===== src/rtl/adc_ctrl_pkg.sv =====
package adc_ctrl_pkg;

  // Register bus widths
  localparam int ADDR_W = 8;
  localparam int DATA_W = 8;

  // Register offsets
  localparam logic [7:0] REG_CONTROL_A = 8'h00;
  localparam logic [7:0] REG_CHANNEL_SELECT = 8'h01;
  localparam logic [7:0] REG_CONTROL_B = 8'h03;
  localparam logic [7:0] REG_RESULT_LOW = 8'h04;
  localparam logic [7:0] REG_RESULT_HIGH = 8'h05;
  localparam logic [7:0] REG_IRQ_STATUS = 8'h06;
  localparam logic [7:0] REG_IRQ_MASK = 8'h07;

  // Reset values
  localparam logic [7:0] CONTROL_A_RESET = 8'h00;
  localparam logic [7:0] CHANNEL_SELECT_RESET = 8'h00;
  localparam logic [7:0] CONTROL_B_RESET = 8'h00;
  localparam logic [9:0] RESULT_RESET = 10'h000;
  localparam logic [1:0] IRQ_RESET = 2'h0;

  // Field positions of converter control A
  localparam int CTLA_ENABLE_BIT = 7;
  localparam int CTLA_START_BIT = 6;
  localparam int CTLA_AUTO_BIT = 5;
  localparam logic [7:0] CTLA_STORE_MASK = 8'hBF;

  // Field positions of channel select register and control B
  localparam int CHSEL_LEFT_ADJUST_BIT = 5;
  localparam int CTLB_BIPOLAR_BIT = 7;
  localparam int CTLB_POLARITY_BIT = 5;
  localparam logic [7:0] CTLB_WRITE_MASK = 8'hE7;

  // Interrupt status bits
  localparam int IRQ_DONE_BIT = 0;
  localparam int IRQ_LOST_BIT = 1;

  // Result format limits
  localparam logic signed [11:0] UNI_MAX = 12'sh3FF;
  localparam logic signed [11:0] BIP_MAX = 12'sh1FF;
  localparam logic signed [11:0] BIP_MIN = -12'sh200;
  localparam logic [9:0] FULL_SCALE = 10'h3FF;
  localparam logic [5:0] PAD_ZERO = 6'h00;

  // Trigger source codes
  typedef enum logic [2:0] {
    TRIG_FREE_RUN = 3'b000,
    TRIG_COMPARATOR = 3'b001,
    TRIG_EXT_INT0 = 3'b010,
    TRIG_T0_MATCH_A = 3'b011,
    TRIG_T0_OVERFLOW = 3'b100,
    TRIG_T0_MATCH_B = 3'b101,
    TRIG_PIN_CHANGE = 3'b110,
    TRIG_NONE = 3'b111
  } trig_src_t;

  // Conversion phase
  typedef enum logic [0:0] {
    CONV_IDLE = 1'b0,
    CONV_BUSY = 1'b1
  } conv_phase_t;

  // Peripheral interrupt flags that may trigger a conversion
  typedef struct packed {
    logic pinChange;
    logic t0MatchB;
    logic t0Overflow;
    logic t0MatchA;
    logic extInt0;
    logic comparator;
  } trigger_flags_t;

  // Answer from the analogue converter: positive minus negative input
  typedef struct packed {
    logic done;
    logic signed [10:0] diff;
  } conv_answer_t;

  // Whole state of the control block
  typedef struct packed {
    conv_phase_t phase;
    logic [7:0] ctrlA;
    logic [7:0] chanSel;
    logic [7:0] ctrlB;
    logic [9:0] result;
    logic locked;
    logic prevTrig;
    logic [1:0] irqStatus;
    logic [1:0] irqMask;
    logic [7:0] rdData;
    logic startPulse;
  } adc_state_t;

endpackage


===== src/rtl/adc_result_and_trigger_control.sv =====
`timescale 1ns/1ns
// Summary of operation
// [RULE1] Finished conversion loads 10-bit result bits 9:0
// [RULE2] Low byte read locks result until high read
// [RULE3] Software reads low byte before high byte
// [RULE4] Left adjust bit aligns result to top
// [RULE5] Unipolar at reset; bipolar bit 7 selects bipolar
// [RULE6] Bipolar two's complement; unipolar unsigned ten bits
// [RULE7] Unipolar non-positive input saturates to reference
// [RULE8] Polarity reversal bit 5 swaps input pair
// [RULE9] Control B bits 4:3 read zero
// [RULE10] Trigger field acts only with auto enable
// [RULE11] Rising edge of selected flag starts conversion
// [RULE12] Switching to set flag triggers if enabled
// [RULE13] Selecting free running never makes trigger event
// [RULE14] Codes 000 to 011 decode first four sources
// [RULE15] Codes 100 to 110 decode timer, pin sources
// [RULE16] Code 111 selects no trigger at all
module adc_result_and_trigger_control
  import adc_ctrl_pkg::*;
(
  input wire logic clk,
  input wire logic reset_n,
  input wire logic [ADDR_W-1:0] regAddr,
  input wire logic [DATA_W-1:0] regWrData,
  input wire logic regWrite,
  input wire logic regRead,
  output logic [DATA_W-1:0] regRdData,
  input wire trigger_flags_t trigFlags,
  input wire conv_answer_t convAnswer,
  output logic convStart,
  output logic irq
);

  //////////////////////////////////////////////////////////////////////////
  // Functions

  // Pick the interrupt flag of the chosen trigger source
  function automatic logic selectFlag(
    input logic [2:0] code,
    input trigger_flags_t flags
  );
    logic f;
    f = 1'b0;
    case (trig_src_t'(code))
      TRIG_COMPARATOR: f = flags.comparator; // [RULE14]
      TRIG_EXT_INT0: f = flags.extInt0; // [RULE14]
      TRIG_T0_MATCH_A: f = flags.t0MatchA; // [RULE14]
      TRIG_T0_OVERFLOW: f = flags.t0Overflow; // [RULE15]
      TRIG_T0_MATCH_B: f = flags.t0MatchB; // [RULE15]
      TRIG_PIN_CHANGE: f = flags.pinChange; // [RULE15]
      TRIG_NONE: f = 1'b0; // [RULE16]
      default: f = 1'b0; // Free running has no flag edge [RULE13]
    endcase
    return f;
  endfunction

  // Shape the raw difference into the stored result format
  function automatic logic [9:0] formatResult(
    input logic signed [10:0] diff,
    input logic bipolar,
    input logic reversed
  );
    logic signed [11:0] d;
    logic signed [11:0] h;
    logic [9:0] r;
    d = reversed ? -{diff[10], diff} : {diff[10], diff}; // [RULE8]
    h = d >>> 1;
    r = FULL_SCALE;
    if (bipolar) begin
      // Nine magnitude bits plus sign [RULE6]
      if (h > BIP_MAX) begin
        r = BIP_MAX[9:0];
      end else if (h < BIP_MIN) begin
        r = BIP_MIN[9:0];
      end else begin
        r = h[9:0];
      end
    end else if (d <= 12'sh000 || d > UNI_MAX) begin
      // Wrong-sided or over range input saturates [RULE7]
      r = FULL_SCALE;
    end else begin
      r = d[9:0]; // Unsigned ten bit result [RULE6]
    end
    return r;
  endfunction

  // Present one byte of the result in the chosen alignment
  function automatic logic [7:0] resultByte(
    input logic [9:0] res,
    input logic leftAdjust,
    input logic highByte
  );
    logic [7:0] b;
    if (leftAdjust) begin
      b = highByte ? res[9:2] : {res[1:0], PAD_ZERO}; // [RULE4]
    end else begin
      b = highByte ? {PAD_ZERO, res[9:8]} : res[7:0]; // [RULE4]
    end
    return b;
  endfunction

  //////////////////////////////////////////////////////////////////////////
  // State

  adc_state_t s_q; // Registered state
  adc_state_t s_d; // Next state

  logic busy; // Conversion in progress
  logic enabled; // Converter enable bit
  logic autoEn; // Auto trigger enable bit
  logic curTrig; // Selected trigger flag now
  logic trigEdge; // Rising edge on selected flag
  logic swStart; // Software start request
  logic freeRestart; // Free running restart at completion
  logic readLow; // Low byte read this cycle
  logic readHigh; // High byte read this cycle
  logic [7:0] newCtrlA; // Control A after this cycle's write

  //////////////////////////////////////////////////////////////////////////
  // Decoded helpers

  // Simple decodes shared by next state logic and checks
  always_comb begin
    busy = (s_q.phase == CONV_BUSY);
    enabled = s_q.ctrlA[CTLA_ENABLE_BIT];
    autoEn = s_q.ctrlA[CTLA_AUTO_BIT];
    curTrig = selectFlag(s_q.ctrlB[2:0], trigFlags);
    trigEdge = curTrig & ~s_q.prevTrig; // [RULE11] [RULE12]
    readLow = regRead && (regAddr == REG_RESULT_LOW);
    readHigh = regRead && (regAddr == REG_RESULT_HIGH);
    newCtrlA = s_q.ctrlA;
    swStart = 1'b0;
    if (regWrite && (regAddr == REG_CONTROL_A)) begin
      newCtrlA = regWrData & CTLA_STORE_MASK;
      swStart = regWrData[CTLA_START_BIT];
    end
    freeRestart = autoEn && convAnswer.done &&
      (trig_src_t'(s_q.ctrlB[2:0]) == TRIG_FREE_RUN);
  end

  //////////////////////////////////////////////////////////////////////////
  // Next state

  // Register writes, conversion sequencing, result lock and reads
  always_comb begin
    s_d = s_q;
    s_d.startPulse = 1'b0;
    s_d.rdData = 8'h00;
    s_d.prevTrig = curTrig;
    s_d.ctrlA = newCtrlA;

    // Register writes, address decode
    if (regWrite) begin
      if (regAddr == REG_CHANNEL_SELECT) begin
        s_d.chanSel = regWrData;
      end else if (regAddr == REG_CONTROL_B) begin
        s_d.ctrlB = regWrData & CTLB_WRITE_MASK; // [RULE5] [RULE9]
      end else if (regAddr == REG_IRQ_STATUS) begin
        s_d.irqStatus = s_q.irqStatus & ~regWrData[1:0];
      end else if (regAddr == REG_IRQ_MASK) begin
        s_d.irqMask = regWrData[1:0];
      end
    end

    // Conversion sequencing
    if (!busy) begin
      // Auto start only while the enable bit is set [RULE10] [RULE12]
      // Software start also counts an enable written in the same cycle
      if ((swStart && newCtrlA[CTLA_ENABLE_BIT]) ||
        (enabled && autoEn && trigEdge)) begin
        s_d.phase = CONV_BUSY;
        s_d.startPulse = 1'b1;
      end
    end else if (convAnswer.done) begin
      s_d.phase = CONV_IDLE;
      // A held result drops the new one [RULE2]
      if (s_q.locked || readLow) begin
        s_d.irqStatus[IRQ_LOST_BIT] = 1'b1;
      end else begin
        s_d.result = formatResult(convAnswer.diff,
          s_q.ctrlB[CTLB_BIPOLAR_BIT],
          s_q.ctrlB[CTLB_POLARITY_BIT]); // [RULE1]
      end
      s_d.irqStatus[IRQ_DONE_BIT] = 1'b1;
      // Free running restarts on completion, while enabled
      if (enabled && freeRestart) begin
        s_d.phase = CONV_BUSY;
        s_d.startPulse = 1'b1;
      end
    end else if (!enabled) begin
      s_d.phase = CONV_IDLE; // Disable aborts the conversion
    end

    // Register reads, data stands the following cycle
    if (regRead) begin
      if (regAddr == REG_CONTROL_A) begin
        s_d.rdData = s_q.ctrlA;
        s_d.rdData[CTLA_START_BIT] = busy;
      end else if (regAddr == REG_CHANNEL_SELECT) begin
        s_d.rdData = s_q.chanSel;
      end else if (regAddr == REG_CONTROL_B) begin
        s_d.rdData = s_q.ctrlB & CTLB_WRITE_MASK; // [RULE9]
      end else if (readLow) begin
        s_d.rdData = resultByte(s_q.result,
          s_q.chanSel[CHSEL_LEFT_ADJUST_BIT], 1'b0);
        s_d.locked = 1'b1; // [RULE2] [RULE3]
      end else if (readHigh) begin
        s_d.rdData = resultByte(s_q.result,
          s_q.chanSel[CHSEL_LEFT_ADJUST_BIT], 1'b1);
        s_d.locked = 1'b0; // [RULE2] [RULE3]
      end else if (regAddr == REG_IRQ_STATUS) begin
        s_d.rdData = {6'h00, s_q.irqStatus};
      end else if (regAddr == REG_IRQ_MASK) begin
        s_d.rdData = {6'h00, s_q.irqMask};
      end else begin
        s_d.rdData = 8'h00; // Unmapped reads zero
      end
    end
  end

  //////////////////////////////////////////////////////////////////////////
  // State register

  // Whole block state in one register
  always_ff @(posedge clk or negedge reset_n) begin
    if (!reset_n) begin
      s_q.phase <= CONV_IDLE;
      s_q.ctrlA <= CONTROL_A_RESET;
      s_q.chanSel <= CHANNEL_SELECT_RESET;
      s_q.ctrlB <= CONTROL_B_RESET; // Unipolar at reset [RULE5]
      s_q.result <= RESULT_RESET;
      s_q.locked <= 1'b0;
      s_q.prevTrig <= 1'b0;
      s_q.irqStatus <= IRQ_RESET;
      s_q.irqMask <= IRQ_RESET;
      s_q.rdData <= 8'h00;
      s_q.startPulse <= 1'b0;
    end else begin
      s_q <= s_d;
    end
  end

  //////////////////////////////////////////////////////////////////////////
  // Outputs

  // Registered data and pulse, level interrupt
  always_comb begin
    regRdData = s_q.rdData;
    convStart = s_q.startPulse;
    irq = |(s_q.irqStatus & s_q.irqMask);
  end

  //////////////////////////////////////////////////////////////////////////
  // Checks

  logic quietBus; // No control A write this cycle
  assign quietBus = !(regWrite && (regAddr == REG_CONTROL_A));

  result_load_a: assert property ( // [RULE1]
    @(posedge clk) disable iff (!reset_n)
    busy && convAnswer.done && !s_q.locked && !readLow |=>
      s_q.result == formatResult($past(convAnswer.diff),
        $past(s_q.ctrlB[CTLB_BIPOLAR_BIT]),
        $past(s_q.ctrlB[CTLB_POLARITY_BIT])))
    else $error("Result not loaded at completion");

  result_lock_a: assert property ( // [RULE2]
    @(posedge clk) disable iff (!reset_n)
    readLow ##1 (!readHigh && !regRead) [*2] |-> $stable(s_q.result))
    else $error("Result changed while locked");

  lost_result_a: assert property ( // [RULE2]
    @(posedge clk) disable iff (!reset_n)
    busy && convAnswer.done && (s_q.locked || readLow) |=>
      $stable(s_q.result) && s_q.irqStatus[IRQ_LOST_BIT])
    else $error("Locked result overwritten");

  done_flag_a: assert property ( // [RULE1]
    @(posedge clk) disable iff (!reset_n)
    busy && convAnswer.done |=> s_q.irqStatus[IRQ_DONE_BIT])
    else $error("Completion flag not set");

  left_adjust_a: assert property ( // [RULE4]
    @(posedge clk) disable iff (!reset_n)
    readHigh && s_q.chanSel[CHSEL_LEFT_ADJUST_BIT] |=>
      regRdData == $past(s_q.result[9:2]))
    else $error("High byte not left aligned");

  right_adjust_a: assert property ( // [RULE4]
    @(posedge clk) disable iff (!reset_n)
    readHigh && !s_q.chanSel[CHSEL_LEFT_ADJUST_BIT] |=>
      regRdData == {PAD_ZERO, $past(s_q.result[9:8])})
    else $error("High byte not right aligned");

  bipolar_sign_a: assert property ( // [RULE6]
    @(posedge clk) disable iff (!reset_n)
    busy && convAnswer.done && !s_q.locked && !readLow &&
      s_q.ctrlB[CTLB_BIPOLAR_BIT] && !s_q.ctrlB[CTLB_POLARITY_BIT] &&
      convAnswer.diff[10] |=> s_q.result[9])
    else $error("Bipolar negative result lost sign");

  unipolar_sat_a: assert property ( // [RULE7]
    @(posedge clk) disable iff (!reset_n)
    busy && convAnswer.done && !s_q.locked && !readLow &&
      !s_q.ctrlB[CTLB_BIPOLAR_BIT] && !s_q.ctrlB[CTLB_POLARITY_BIT] &&
      convAnswer.diff <= 11'sh000 |=> s_q.result == FULL_SCALE)
    else $error("Unipolar result not saturated");

  polarity_swap_a: assert property ( // [RULE8]
    @(posedge clk) disable iff (!reset_n)
    busy && convAnswer.done && !s_q.locked && !readLow &&
      !s_q.ctrlB[CTLB_BIPOLAR_BIT] && s_q.ctrlB[CTLB_POLARITY_BIT] &&
      convAnswer.diff < 11'sh000 && convAnswer.diff > -11'sh3FF |=>
      s_q.result == 10'(-$past(convAnswer.diff)))
    else $error("Reversed pair not measured");

  reserved_zero_a: assert property ( // [RULE9]
    @(posedge clk) disable iff (!reset_n)
    regRead && regAddr == REG_CONTROL_B |=> regRdData[4:3] == 2'b00)
    else $error("Reserved bits not zero");

  auto_off_a: assert property ( // [RULE10]
    @(posedge clk) disable iff (!reset_n)
    !autoEn && quietBus |=> !convStart)
    else $error("Start without auto enable");

  edge_start_a: assert property ( // [RULE11] [RULE12]
    @(posedge clk) disable iff (!reset_n)
    !busy && enabled && autoEn && trigEdge |=> convStart && busy)
    else $error("Trigger edge did not start conversion");

  busy_ignore_a: assert property ( // [RULE11]
    @(posedge clk) disable iff (!reset_n)
    busy && !convAnswer.done |=> !convStart)
    else $error("Start while conversion busy");

  free_quiet_a: assert property ( // [RULE13]
    @(posedge clk) disable iff (!reset_n)
    !busy && quietBus &&
      trig_src_t'(s_q.ctrlB[2:0]) == TRIG_FREE_RUN |=> !convStart)
    else $error("Free running selection made a trigger");

  no_source_a: assert property ( // [RULE16]
    @(posedge clk) disable iff (!reset_n)
    !busy && quietBus &&
      trig_src_t'(s_q.ctrlB[2:0]) == TRIG_NONE |=> !convStart)
    else $error("Unused code made a trigger");

endmodule


===== config.mk =====
export PLATFORM = sky130hd
export DESIGN_NAME = adc_result_and_trigger_control
export DESIGN_NICKNAME = d
export VERILOG_FILES = /design/src/rtl/adc_ctrl_pkg.sv /design/src/rtl/adc_result_and_trigger_control.sv
export SDC_FILE = /design/constraint.sdc
export NUM_CORES = 1
export LEC_CHECK = 0
export BUFFER_PORTS_ARGS = -buffer_cell sky130_fd_sc_hd__clkbuf_2
export CAP_MARGIN = 20
export CORE_UTILIZATION = 45
export DETAILED_ROUTE_END_ITERATION = 12
export GPL_TIMING_DRIVEN = 1
export MAX_ROUTING_LAYER = met4
export PLACE_DENSITY = 0.66
export SYNTH_ARGS = -nofsm -noshare
export SYNTH_HDL_FRONTEND = slang
export SYNTH_SLANG_ARGS = --single-unit

===== constraint.sdc =====
create_clock -name clk -period 2.3 [get_ports clk]
set_clock_uncertainty 0.15 [all_clocks]
set_input_delay 0.46 -clock clk [delete_from_list [all_inputs] [get_ports clk]]
set_output_delay 0.46 -clock clk [all_outputs]
set_load 0.1 [all_outputs]

==> metrics.yaml <==
run_status: "finished, violations left"
violations_in_the_final_reports: "DRC, setup timing"
hpwl_um: 6192
layout-drive-gt1-share: 0.3797
floorplan.io_pins: 48
antenna_cells_inserted: 0
cts_num_sinks: 47
critical_path_required_ps: 2370
flow.area_growth_from_synthesis_pct: 26.20
filler_cell_count: 567
synth.top_cells.by_area: "dfrtp_1 38%, mux2_2 7.3%, nor2_1 4.4%, mux2i_1 2.9%, nand2_1 2.8%"
coreArea_mm2: 0.006495
max-vdd-ir-drop_mv: 0.2602
synth_area_mm2: 0.003094
setup.worst_path.start: "convAnswer[0]"
hold_path_class: "in -> async"
reg2reg_depth: 5
syn_avg_cell_area_um2: 9.348
postRouteAntennaNets: 0
crit_path_max_fanout: 8
timing_worst_setup_path_type: "in -> reg"
multi_input_comb_area_mm2: 0.001822
setup_viol: 4
critical_path.cell_chain: "clkbuf_16 > clkinv_8 > ha_4 > or4b_4 > o311a_4 > a2111oi_4 > nand4_4 > a211oi_2"
max_cap_viol_count: 0
synthesis.yosys.warnings: 0
cts-root-buf: "clkbuf_8"
clockBufferDepth: 2
postSynthNetCount: 370
synth_top_cell_by_area: "dfrtp_1"
synth_top_area_share: 0.3801
overall_overflow_remaining_after_global_route: 0
timing.critical_path.slowest_cell_delay_ps: 510
numCtsBuffers: 5
synth_sequential_area_ratio: 0.3801
routed-via-count: 2772
io_buffer_count: 47
fmax_mhz: 433.1
worst_hold_margin_ps: 16.48
power.leakage_nw: 1.788
drt_iter0_drc: 145
reg2reg_setup_slack_ps: 160
cp_slowest_cell: "or4b_4"
wl_per_cell_um: 16.44
drt_pass1_iterations: 9
post_route_minimum_period_ps: 2309
totalWireLength_um: 7889
start_util: 0.4764
timing.final.max_slew_violations: 0
die_area_mm2: 0.007211
ctsHtreeMaxLevel: 2
fp.dieW_um: 84.92
yosys.cell_types.count: 65
vias_per_cell: 5.775
r2r_end: "s_q[18]"
dominantRegCellSynth: "dfrtp_1"
clkSlewWorstSetupHoldPaths_ps: 90
first_global_vias: 2755
worst-slew-pin-transition_ps: 632.0
critical_path.reg2reg.startpoint: "s_q[30]"
worst_setup_end_kind: "flip-flop"
largest_net_degree_at_the_start_of_global_routing: 26
finalNetCount: 441
rsz0062_at_grt: "true"
globalRouteTotalUtil: 0.2415
final_period_utilization: 1.004
timing.final.hold_violations: 0
tritoncts: "built"
dieHeight_um: 84.92
synthesis.instances: 331
yosys_register_bits: 47
synthArstFlopShare: 1.000
floorplan.rows: 29
endpoint: "s_q[18]"
drcViolationCount: 5
fin_setup_tns_ps: -14.12
worst_ep_arrival_time_ps: 2370
globalplace.congestion: 0.8499
timing.slew.headroom: 0.5787
seq_area_mm2: 0.001176
first_pass_grt_wire_length_um: 13370
insertion_delay_ps: 300
postLayoutSetupSlackWorst_ps: -8.676
antenna_found_initial: 0
report.power.total_mw: 1.859
power.density_cell_area_mw_per_mm2: 476.1
synth_edf_count: 0
timing.critical_path.from_type: "input pin"
==> per-stage QoR <==
step | utilization | area [um^2] | cells | worst slack [ps]
6_report | 0.6012 | 3905 | 480 | -8.676
5_1_grt | 0.6012 | 3905 | 480 | -90.97
4_1_cts | 0.5985 | 3887 | 480 | -26.84
3_5_place_dp | 0.5743 | 3730 | 471 | -332.4
3_3_place_gp | 0.5743 | 3730 | 471 | -303.9
2_1_floorplan | - | 3251 | 331 | -154.1
==> cells in the final DEF (no fill, tap or decap), types with 3 or more instances in the layout <==
master	instances
mux2i_1	9
a211oi_2	7
nand2b_1	5
nor4_1	4
nand2_1	22
inv_1	10
o311a_1	3
nand4_1	5
a22o_1	3
xnor2_1	4
a211oi_1	4
dfrtp_1	47
a21oi_1	15
nand3_1	9
or2_2	3
o22ai_1	4
o21ai_0	12
a31oi_1	7
buf_4	43
nor2_1	34
or3_1	5
nor2b_1	4
nor3_1	11
clkbuf_2	45
clkbuf_8	7
mux2_2	20
==> cell families (layout without fill, tap and decap cells) <==
| kind of cell | Yosys count | after routing | share of synthesized area |
|---|---|---|---|
| xor+xnor | 6 | 6 | 0.01698 |
| flops | 47 | 47 | 0.3801 |
| fa+ha+maj | 1 | 1 | 0.004043 |
| mux | 30 | 30 | 0.1092 |
| buf+inv | 40 | 112 | 0.07360 |
| simple gates | 122 | 122 | 0.2038 |
| compound gates | 85 | 85 | 0.2123 |
==> flip-flops by register name (all words and copies together) (netlist names) <==
register   count
s_q           35
regRdData      8
autoEn         1
busy           1
convStart      1
enabled        1
==> synth_stat cells, drive strengths merged (2+ instances only) <==
library cell and n:
nor4 6, nor2b 4, o22ai 4, o31ai 3, o311a 4, o21ai 12, a2bb2oi 2, a21o 3
a22o 3, or2 3, and3 2, nand2 23, buf 14, nor2 36, mux2 20, a211oi 11
a22oi 2, mux2i 9, dfrtp 47, nand3b 2, o21bai 2, a21oi 15, xnor2 4, or3 5
a311o 2, nand3 9, clkbuf 14, xor2 2, a31oi 7, nand4 6, and2 2, a221oi 2
nor3 12, inv 12, o2bb2ai 2, nand2b 5
==> how the worst min path moves through the flow <==
stage,start,endpoint
4_1_cts,reset_n,s_q[38]
6_report,reset_n,s_q[9]
2_1_floorplan,reset_n,autoEn
5_1_grt,reset_n,s_q[38]
3_3_place_gp,s_q[14],s_q[14]
3_5_place_dp,s_q[14],s_q[14]
==> critical path: cells and delay by family <==
kind | cells | cell delay (ps)
buffers and inverters | 2 | 170
AOI/OAI and AO/OA | 3 | 850
adders and majority gates | 1 | 130
and+or+nand+nor | 2 | 760
==> area by class of cell <==
type | instances | share of cell area
multi-input combinational | 244 | 0.4665
inverter | 12 | 0.01602
clock buffer | 6 | 0.02115
sequential | 47 | 0.3012
tap | 77 | 0.02467
timing repair buffer | 92 | 0.1605
clock inverter | 2 | 0.009933
==> where the power goes <==
part           internal, mW  switching [mW]  total, mW
sequential            0.853          0.0284      0.881
clock                 0.358           0.279      0.637
combinational         0.159           0.182      0.341
==> routing by layer <==
layer	vias to the layer above	part of all wire	wire length, um	GRT usage
met4	0	0.023	185	0.08629
met1	1314	0.46	3594	0.3125
met3	15	0.041	321	0.03405
met2	84	0.48	3787	0.3888
met5	-	0	0	-
li1	1359	-	-	-
==> timing repair <==
item | 4_1_cts | 5_1_grt
pin swaps | 1 | 4
setup endpoints to repair | 8 | 10
setup buffers | 1 | 0
hold buffers | 0 | 0
gates resized for setup | 4 | 4
(Power assumes the default switching activity.)
